File: src/common/rsc_pkg.sv
// constants, types and rule summary for the reset source controller
// assumes a single 100 MHz clock domain and the documented register port
// What this block does
// five sources: pin, watchdog, supply, illegal opcode, data retention
// after any reset, fetch starts from vector at 0000H/0001H
// executing opcode FFH raises an internal reset
// illegal-opcode reset suppressed while a debug emulator is attached
// data reset only when supply falls below retention level
// outside party holds reset pin low at least 10 us
// option byte 000C1H select bit set to 1 for pin reset
// both on-chip oscillators stop while reset input is asserted
// special port pin hi-z in pin/retention reset, else pulled high
// shared pin reads low in pin reset, else pulled high while selected as reset input
// all other port pins hi-z during and after reset
// leave pin reset on rising pin, process, run on high-speed oscillator
// first power-up adds up to 3.39 ms supply-monitor delay
// watchdog and illegal-opcode resets release themselves
// reset stops CPU clock and peripherals; supply monitor keeps running
// reset acceptance loads status word with 06H
// during reset or stabilisation only program counter is undefined
// read-only 8-bit cause register at FFFA8H, unused bits zero
// byte read of cause register clears all three flags
// pin reset or retention reset clears all three flags
// each internal source sets its own flag, others held; two at once set only the first of supply, watchdog, trap
// software reads the cause register only with byte reads
// supply-monitor flag sits in bit 0
// select bit 0: general port; 1: reset input with pull-up
// pin synchronised; reset asserts at once, releases on the clock; here assertion also waits for the two-flop synchroniser and the clock
package rsc_pkg;
    localparam logic [19:0] RSC_CAUSE_ADDR    = 20'hfffa8;
    localparam logic [19:0] RSC_VECTOR_LO     = 20'h00000;
    localparam logic [19:0] RSC_VECTOR_HI     = 20'h00001;
    localparam logic [7:0]  RSC_OPC_ILLEGAL   = 8'hff;
    localparam logic [7:0]  RSC_PSW_RESET     = 8'h06;
    localparam logic [7:0]  RSC_CAUSE_RESET   = 8'h00;
    localparam int          RSC_BIT_SUPPLY    = 0;
    localparam int          RSC_BIT_WDOG      = 4;
    localparam int          RSC_BIT_TRAP      = 7;
    localparam int          RSC_CLK_MHZ       = 100;
    localparam int          RSC_MON_DELAY_US  = 3390;
    // longest time, exact cycle count
    localparam int          RSC_MON_CYCLES    = RSC_MON_DELAY_US * RSC_CLK_MHZ;
    localparam int          RSC_PROC_CYCLES   = 64;
    localparam int          RSC_CNT_W         = 24;

    typedef enum logic [2:0] {
        RSC_SRC_NONE,
        RSC_SRC_PIN,
        RSC_SRC_WDOG,
        RSC_SRC_SUPPLY,
        RSC_SRC_TRAP,
        RSC_SRC_RETAIN
    } rsc_src_t;
endpackage : rsc_pkg

File: src/common/rsc_src_if.sv
// bundle of synchronised reset requests between the main module and the
// request combiner; all signals on clk_in
`timescale 1ns/1ps
`default_nettype none
interface rsc_src_if;
    logic     pin_req;
    logic     wdog_req;
    logic     supply_req;
    logic     trap_req;
    logic     retain_req;
    logic     any_req;
    rsc_pkg::rsc_src_t src;
    modport producer (output pin_req, wdog_req, supply_req, trap_req,
                      retain_req, input any_req, src);
    modport combiner (input pin_req, wdog_req, supply_req, trap_req,
                      retain_req, output any_req, src);
endinterface : rsc_src_if
`default_nettype wire

File: src/hdl/rsc_combine.sv
// priority combiner of the five reset requests
// assumes all requests are already synchronous to clk_in
`timescale 1ns/1ps
`default_nettype none
module rsc_combine
    import rsc_pkg::*;
(
    rsc_src_if.combiner req
);
    // pin and retention loss outrank the rest since they clear all flags
    assign req.any_req = req.pin_req | req.wdog_req | req.supply_req
                       | req.trap_req | req.retain_req;
    assign req.src = req.retain_req ? RSC_SRC_RETAIN :
                     req.pin_req    ? RSC_SRC_PIN    :
                     req.supply_req ? RSC_SRC_SUPPLY :
                     req.wdog_req   ? RSC_SRC_WDOG   :
                     req.trap_req   ? RSC_SRC_TRAP   : RSC_SRC_NONE;
endmodule : rsc_combine
`default_nettype wire

File: src/hdl/rsc_reset_source_controller.sv
// reset source controller: combines requests, sequences release, drives
// oscillator/clock stops, pin states and the read-to-clear cause register
// assumes cpu fetch, opcode and register read strobes are on clk_in
`timescale 1ns/1ps
`default_nettype none
module rsc_reset_source_controller
    import rsc_pkg::*;
#(
    parameter int MON_CYCLES  = RSC_MON_CYCLES,
    parameter int PROC_CYCLES = RSC_PROC_CYCLES
) (
    // clock and reset
    input  wire logic        clk_in,
    input  wire logic        srst_in,
    // pins and analog indications (asynchronous)
    input  wire logic        shared_reset_pin_in,
    input  wire logic        supply_low_in,
    input  wire logic        retain_low_in,
    input  wire logic        debug_attached_in,
    // option byte
    input  wire logic        reset_pin_select_in,
    // on-chip requesters (synchronous)
    input  wire logic        watchdog_overflow_in,
    input  wire logic        opcode_exec_in,
    input  wire logic [7:0]  opcode_in,
    // register read port
    input  wire logic        rd_en_in,
    input  wire logic        rd_byte_in,
    input  wire logic [19:0] rd_addr_in,
    output logic [7:0]       rd_data_out,
    // reset and clock control
    output logic             int_reset_out,
    output logic             hoco_run_out,
    output logic             loco_run_out,
    output logic             cpu_clk_en_out,
    output logic             periph_run_out,
    output logic             monitor_run_out,
    output logic             fetch_vector_out,
    output logic [19:0]      vector_addr_out,
    output logic             psw_load_out,
    output logic [7:0]       psw_value_out,
    output logic             pc_undefined_out,
    // pin control
    output logic             special_pin_pullup_out,
    output logic             special_pin_hiz_out,
    output logic             shared_pin_pullup_out,
    output logic             ports_hiz_out
);
    typedef enum logic [2:0] {
        RSC_ST_POWERUP,
        RSC_ST_RESET,
        RSC_ST_MON_WAIT,
        RSC_ST_PROC,
        RSC_ST_VEC_LO,
        RSC_ST_VEC_HI,
        RSC_ST_RUN
    } rsc_state_t;

    rsc_src_if src_bus ();

    rsc_combine u_combine (
        .req (src_bus.combiner)
    );

    // two-flop synchronisers for asynchronous inputs
    logic [3:0] sync1_ff;
    logic [3:0] sync2_ff;
    logic [3:0] async_raw;
    assign async_raw = {~shared_reset_pin_in, supply_low_in,
                        retain_low_in, debug_attached_in};
    always_ff @(posedge clk_in) begin
        sync1_ff <= async_raw;
        sync2_ff <= sync1_ff;
    end

    wire pin_low   = sync2_ff[3];
    wire supply_lo = sync2_ff[2];
    wire retain_lo = sync2_ff[1];
    wire debug_on  = sync2_ff[0];

    // pin acts as reset only when selected; else it is a plain port
    assign src_bus.pin_req    = pin_low & reset_pin_select_in;
    assign src_bus.wdog_req   = watchdog_overflow_in;
    assign src_bus.supply_req = supply_lo;
    assign src_bus.retain_req = retain_lo;
    assign src_bus.trap_req   = opcode_exec_in & ~debug_on
                              & (opcode_in == RSC_OPC_ILLEGAL);

    // state and counters
    rsc_state_t           state_ff;
    rsc_state_t           nxt_state;
    logic [RSC_CNT_W-1:0] cnt_ff;
    logic [RSC_CNT_W-1:0] nxt_cnt;
    logic                 first_pwr_ff;
    rsc_src_t             last_src_ff;
    logic [7:0]           cause_ff;
    logic [7:0]           nxt_cause;

    wire cnt_done_mon  = (cnt_ff >= RSC_CNT_W'(MON_CYCLES - 1));
    wire cnt_done_proc = (cnt_ff >= RSC_CNT_W'(PROC_CYCLES - 1));
    wire in_reset      = (state_ff == RSC_ST_RESET)
                       | (state_ff == RSC_ST_POWERUP);
    wire releasing     = (state_ff == RSC_ST_MON_WAIT)
                       | (state_ff == RSC_ST_PROC);

    always_comb begin
        nxt_state = state_ff;
        nxt_cnt   = cnt_ff + 1'b1;
        if (src_bus.any_req) begin
            // requests take the reset state at once from any state
            nxt_state = RSC_ST_RESET;
            nxt_cnt   = '0;
        end else begin
            unique case (state_ff)
                RSC_ST_POWERUP,
                RSC_ST_RESET: begin
                    // pin high again or self-releasing source gone
                    nxt_cnt   = '0;
                    nxt_state = first_pwr_ff ? RSC_ST_MON_WAIT
                                             : RSC_ST_PROC;
                end
                RSC_ST_MON_WAIT: begin
                    if (cnt_done_mon) begin
                        nxt_state = RSC_ST_PROC;
                        nxt_cnt   = '0;
                    end
                end
                RSC_ST_PROC: begin
                    if (cnt_done_proc) begin
                        nxt_state = RSC_ST_VEC_LO;
                    end
                end
                RSC_ST_VEC_LO: nxt_state = RSC_ST_VEC_HI;
                RSC_ST_VEC_HI: nxt_state = RSC_ST_RUN;
                RSC_ST_RUN:    nxt_cnt   = cnt_ff;
            endcase
        end
    end

    // cause flags: hardware set wins over the read clear
    wire cause_rd = rd_en_in & rd_byte_in
                  & (rd_addr_in == RSC_CAUSE_ADDR);
    always_comb begin
        nxt_cause = cause_ff;
        if (cause_rd) begin
            nxt_cause = RSC_CAUSE_RESET;
        end
        unique case (src_bus.src)
            RSC_SRC_PIN,
            RSC_SRC_RETAIN: nxt_cause = RSC_CAUSE_RESET;
            RSC_SRC_TRAP:   nxt_cause[RSC_BIT_TRAP]   = 1'b1;
            RSC_SRC_WDOG:   nxt_cause[RSC_BIT_WDOG]   = 1'b1;
            RSC_SRC_SUPPLY: nxt_cause[RSC_BIT_SUPPLY] = 1'b1;
            RSC_SRC_NONE:   ;
        endcase
        // unused bits always zero
        nxt_cause = nxt_cause & ((8'h01 << RSC_BIT_TRAP)
                  | (8'h01 << RSC_BIT_WDOG) | (8'h01 << RSC_BIT_SUPPLY));
    end

    // cause register is not wiped by srst_in; only sources and byte reads of it touch it
    always_ff @(posedge clk_in) begin
        cause_ff <= nxt_cause;
    end

    always_ff @(posedge clk_in) begin
        if (srst_in) begin
            state_ff     <= RSC_ST_POWERUP;
            cnt_ff       <= '0;
            first_pwr_ff <= 1'b1;
            last_src_ff  <= RSC_SRC_NONE;
        end else begin
            state_ff <= nxt_state;
            cnt_ff   <= nxt_cnt;
            if (state_ff == RSC_ST_MON_WAIT && cnt_done_mon) begin
                first_pwr_ff <= 1'b0;
            end
            if (src_bus.any_req) begin
                last_src_ff <= src_bus.src;
            end else if (state_ff == RSC_ST_RUN) begin
                last_src_ff <= RSC_SRC_NONE;
            end
        end
    end

    // pin-state decode for the current reset cause
    wire pin_or_retain = in_reset & ((last_src_ff == RSC_SRC_PIN)
                       | (last_src_ff == RSC_SRC_RETAIN));
    wire pin_reset_now = in_reset & (last_src_ff == RSC_SRC_PIN);
    wire vec_lo        = (state_ff == RSC_ST_VEC_LO);
    wire vec_hi        = (state_ff == RSC_ST_VEC_HI);

    // registered outputs
    always_ff @(posedge clk_in) begin
        if (srst_in) begin
            rd_data_out            <= 8'h00;
            int_reset_out          <= 1'b1;
            hoco_run_out           <= 1'b0;
            loco_run_out           <= 1'b0;
            cpu_clk_en_out         <= 1'b0;
            periph_run_out         <= 1'b0;
            monitor_run_out        <= 1'b1;
            fetch_vector_out       <= 1'b0;
            vector_addr_out        <= RSC_VECTOR_LO;
            psw_load_out           <= 1'b0;
            psw_value_out          <= RSC_PSW_RESET;
            pc_undefined_out       <= 1'b1;
            special_pin_pullup_out <= 1'b0;
            special_pin_hiz_out    <= 1'b1;
            shared_pin_pullup_out  <= 1'b0;
            ports_hiz_out          <= 1'b1;
        end else begin
            rd_data_out <= cause_rd ? cause_ff : 8'h00;
            int_reset_out <= src_bus.any_req | in_reset | releasing
                           | vec_lo | vec_hi;
            // oscillators stop during any reset; hoco restarts to release
            hoco_run_out <= ~(src_bus.any_req | in_reset);
            loco_run_out <= ~(src_bus.any_req | in_reset);
            cpu_clk_en_out <= (state_ff == RSC_ST_RUN)
                            & ~src_bus.any_req;
            periph_run_out <= (state_ff == RSC_ST_RUN)
                            & ~src_bus.any_req;
            monitor_run_out <= 1'b1;
            fetch_vector_out <= vec_lo | vec_hi;
            vector_addr_out  <= vec_hi ? RSC_VECTOR_HI : RSC_VECTOR_LO;
            psw_load_out     <= vec_lo;
            psw_value_out    <= RSC_PSW_RESET;
            pc_undefined_out <= src_bus.any_req | in_reset | releasing;
            special_pin_hiz_out    <= pin_or_retain;
            special_pin_pullup_out <= ~pin_or_retain;
            // pull-up only when pin is reset input and not driven low
            shared_pin_pullup_out  <= reset_pin_select_in
                                    & ~pin_reset_now;
            ports_hiz_out          <= 1'b1;
        end
    end
endmodule : rsc_reset_source_controller
`default_nettype wire

File: config.mk
export PLATFORM = sky130hd
export DESIGN_NAME = rsc_reset_source_controller
export DESIGN_NICKNAME = d
export VERILOG_FILES = /design/src/common/rsc_pkg.sv /design/src/common/rsc_src_if.sv /design/src/hdl/rsc_combine.sv /design/src/hdl/rsc_reset_source_controller.sv
export SDC_FILE = /design/constraint.sdc
export NUM_CORES = 1
export LEC_CHECK = 0
export ABC_AREA = 1
export BUFFER_PORTS_ARGS = -buffer_cell sky130_fd_sc_hd__buf_2
export CORE_UTILIZATION = 45
export CTS_BUF_LIST = sky130_fd_sc_hd__clkbuf_16
export CTS_CLUSTER_SIZE = 24
export DETAILED_ROUTE_END_ITERATION = 8
export GPL_TIMING_DRIVEN = 0
export PLACE_DENSITY = 0.7
export SLEW_MARGIN = 20
export SYNTH_ARGS = -nofsm -noshare
export SYNTH_HDL_FRONTEND = slang
export SYNTH_SLANG_ARGS = --single-unit
File: constraint.sdc
create_clock -name clk_in -period 1.85 [get_ports clk_in]
set_input_delay 0.185 -clock clk_in [delete_from_list [all_inputs] [get_ports clk_in]]
set_output_delay 0.185 -clock clk_in [all_outputs]
set_load 0.02 [all_outputs]
==> summary.md <==
| Metric | Value |
|---|---|
| Xor and xnor area share after synthesis | `3.03%` |
| CTS clock-pin slew for the worst setup and hold paths | `0.07 ns` |
| Critical path class | `flop to flop` |
| Drc violations | `0` |
| Drt wl/cell | `10.1 um` |
| Worst min path class | `input port to flop` |
| Worst r2r src | `cnt_ff[0]` |
| Initial antenna violation count | `0` |
| CTS max path bufs | `2` |
| Fin crit share | `95.3%` |
| Chip height | `86.0 um` |
| Syn. warnings | `0` |
| Die ar. | `0.00740 mm2` |
| Sink Count | `55` |
| DIE WIDTH | `86.0 um` |
| Largest family of logic cells by synthesized area | `simple AND/OR/NAND/NOR gates` |
| Final wirelength | `6.34 mm` |
| Vias in the first global route | `2462` |
| CP max-delay cell | `dfxtp_2` |
| DRT Pass-1 Iters | `4` |
| Maximum VDD drop | `348 uV` |
| Clock Latency Late Sink | `0.29 ns` |
| Tmin final | `1.76 ns` |
| Drt first-iter violations | `148` |
| Max Cap Violations | `0` |
| Finished Cell Area | `0.00393 mm2` |
| Critical path arrival | `1.94 ns` |
| Compound-Gate Fraction of Synth Area | `5.20%` |
| Seq/Total Area, Yosys | `35.6%` |
| Slowest Stage Delay on Critical Path | `0.37 ns` |
| Final ANT Viol Nets | `0` |
| Post-place instance area | `0.00368 mm2` |
| Ys async rst share | `0%` |
| FF+latch count, synth | `55` |
| Crit path top cell by count | `nand2_1` |
| Post-Syn Instances | `432` |
| Post-synthesis cell type count | `37` |
| Area grow syn2layout | `23.5%` |
| Core Rows | `30` |
| Global Route Usage Sum | `17.5%` |
| Fillers | `625` |
| Clock Skews | `0.00517 ns` |
| Mapped cell area | `0.00318 mm2` |
| Final RePlAce weighted congestion | `0.852` |
| Largest net degree at the start of global routing | `19` |
| Final-report hold violation count | `0` |
| CP startpoint kind | `flop` |
| Port Buffer Count | `52` |
| F_max | `567 MHz` |
| Vias | `2807` |
| WP data required | `2.03 ns` |
| H-tree depth | `2` |
| Share of cells above drive strength 1 | `28.9%` |
| Root Buffer | `clkbuf_16` |
| RSZ-0062 raised after global routing | `false` |
| Status | `finished, final reports clean` |
| Max FO, Critical Path | `9` |
| Crit path cell chain | `ha_2 -> nand2_1 -> nand2_1 -> nand2_1 -> nand2_1 -> nand3_1 -> nand2_2 -> nand2_4 -> nand3_4 -> nand2_4 -> inv_8 -> clkbuf_16 -> nor2_4` |
| I/O pins | `88` |
| CTS buffer count | `5` |
| Count of final max-slew check failures | `0` |
| Final setup viols | `0` |
| Beginning of the critical path | `cnt_ff[0]` |
| Post-DP HPWL | `4.91 mm` |
| Hold_sp | `shared_reset_pin_in` |
| PwrDens | `650 mW/mm2` |
| Setup TNS | `0 ns` |
| CTS tree | `built` |
| Total core area | `0.00679 mm2` |
| Fin nets | `572` |
| First-pass GRT wire length | `10.4 mm` |
| Simple-gate area share of the yosys netlist | `36.4%` |
| Number of synthesized flops with an enable pin | `3` |
| Vias per inst | `4.49` |
| CP Capture Type | `flop` |
| Avg Inst Size Synth | `7.36 um2` |
| Adder-cell share of the synthesized area | `1.97%` |
| Initial core utilization | `46.8%` |
| Mux contribution to synthesized area | `0%` |
| ANT cells | `0` |
| P_leak | `1.95 nW` |
| Total gr overflow | `0` |
| Synth Flop Type | `dfxtp_1` |
-- registers in the layout (all words and copies together) (netlist names), 3 cells and up --
name and flops:
sync2_ff 4, cause_ff 3, last_src_ff 3, state_ff 3, rd_data_out 3, cnt_ff 24, sync1_ff 4
-- per-layer routing --
layer	routed length (um)	global-route usage, %	up-vias	share of wire [%]
met3	391	3.08	6	6.2
met1	2880	22.9	1228	46
li1	-	-	1477	-
met4	42	3.79	0	0.66
met2	3020	29.9	96	48
met5	0	0	-	0
-- stage by stage --
step	hold WS, ns	std cells	setup slack (ns)	total power, mW	utilization (%)
2_1_floorplan	0.213	464	0.294	1.44	-
3_3_place_gp	0.287	612	0.0836	1.49	54.1
3_5_place_dp	0.289	612	0.0568	1.49	54.1
4_1_cts	0.0237	623	0.0104	2.58	57.1
5_1_grt	0.0209	625	0.00575	2.66	57.8
6_report	0.0268	625	0.0877	2.55	57.8
-- Yosys cell counts (all sizes together) (2+ instances only) --
cell type / count / area share (%)
nand2: 84 / 11
nor2: 75 / 13
inv: 62 / 7.5
dfxtp: 52 / 33
buf: 40 / 10
nand3: 35 / 6.8
o21ai: 19 / 3.0
nand4: 16 / 3.1
nor3: 11 / 1.9
xor2: 9 / 2.5
a21oi: 5 / 0.79
ha: 5 / 2.0
edfxtp: 3 / 2.8
or2: 3 / 0.59
conb: 2 / 0.24
nor4: 2 / 0.39
o21bai: 2 / 0.47
xnor2: 2 / 0.55
-- placed cells by master (no fill, tap or decap), drive strengths merged, types with 5 or more instances in the layout --
cell type  instances
a21oi              5
buf               93
clkbuf             6
conb              34
dfxtp             52
ha                 5
inv               63
nand2             84
nand3             35
nand4             16
nor2              75
nor3              11
o21ai             19
xor2               9
-- kinds of logic (layout without fill, tap and decap cells) --
kind of cell / after synthesis / count (layout)
AND/OR/NAND/NOR: 226 / 226
XOR/XNOR: 11 / 11
adder cells (fa/ha/maj): 5 / 5
other: 2 / 34
flip-flops: 55 / 55
AO/OA/AOI/OAI: 30 / 30
buffers and inverters: 103 / 168
-- power breakdown --
part	internal, mW	switching, mW
Clock	0.644	0.439
Combinational	0.106	0.134
Sequential	1.22	0.00988
-- area by class of cell --
class / count / area [um2] / area share (%)
Tap cell: 96 / 120 / 3.06
Clock buffer: 5 / 125 / 3.19
Buffer: 40 / 317 / 8.07
Inverter: 63 / 244 / 6.22
Clock inverter: 3 / 46.3 / 1.18
Sequential cell: 55 / 1130 / 28.9
Multi-Input combinational cell: 306 / 1620 / 41.2
Timing Repair Buffer: 57 / 323 / 8.22
-- what timing repair did --
item                                    CTS  global route
buffers inserted                          0             1
gates resized for setup                   0             5
hold endpoints to repair                  3             0
endpoints found under the setup margin    0            14
hold buffers                              3             0
-- critical path, delay by kind of cell, from the launching register on --
family | cells | cell delay [ns]
AND/OR/NAND/NOR | 10 | 0.79
flip-flops | 1 | 0.37
buffers and inverters | 2 | 0.28
adder cells (fa/ha/maj) | 1 | 0.21
-- path summary, 6_finish.rpt --
check                                   end  slack (ns)  depth (start not counted)
worst max-delay path              cnt_ff[7]        0.09                         13
worst max register to register    cnt_ff[7]        0.09                         13
worst min-delay path            sync1_ff[3]        0.03                          2
worst min register to register  sync2_ff[2]        0.33                          0
(Power assumes the default switching activity.)
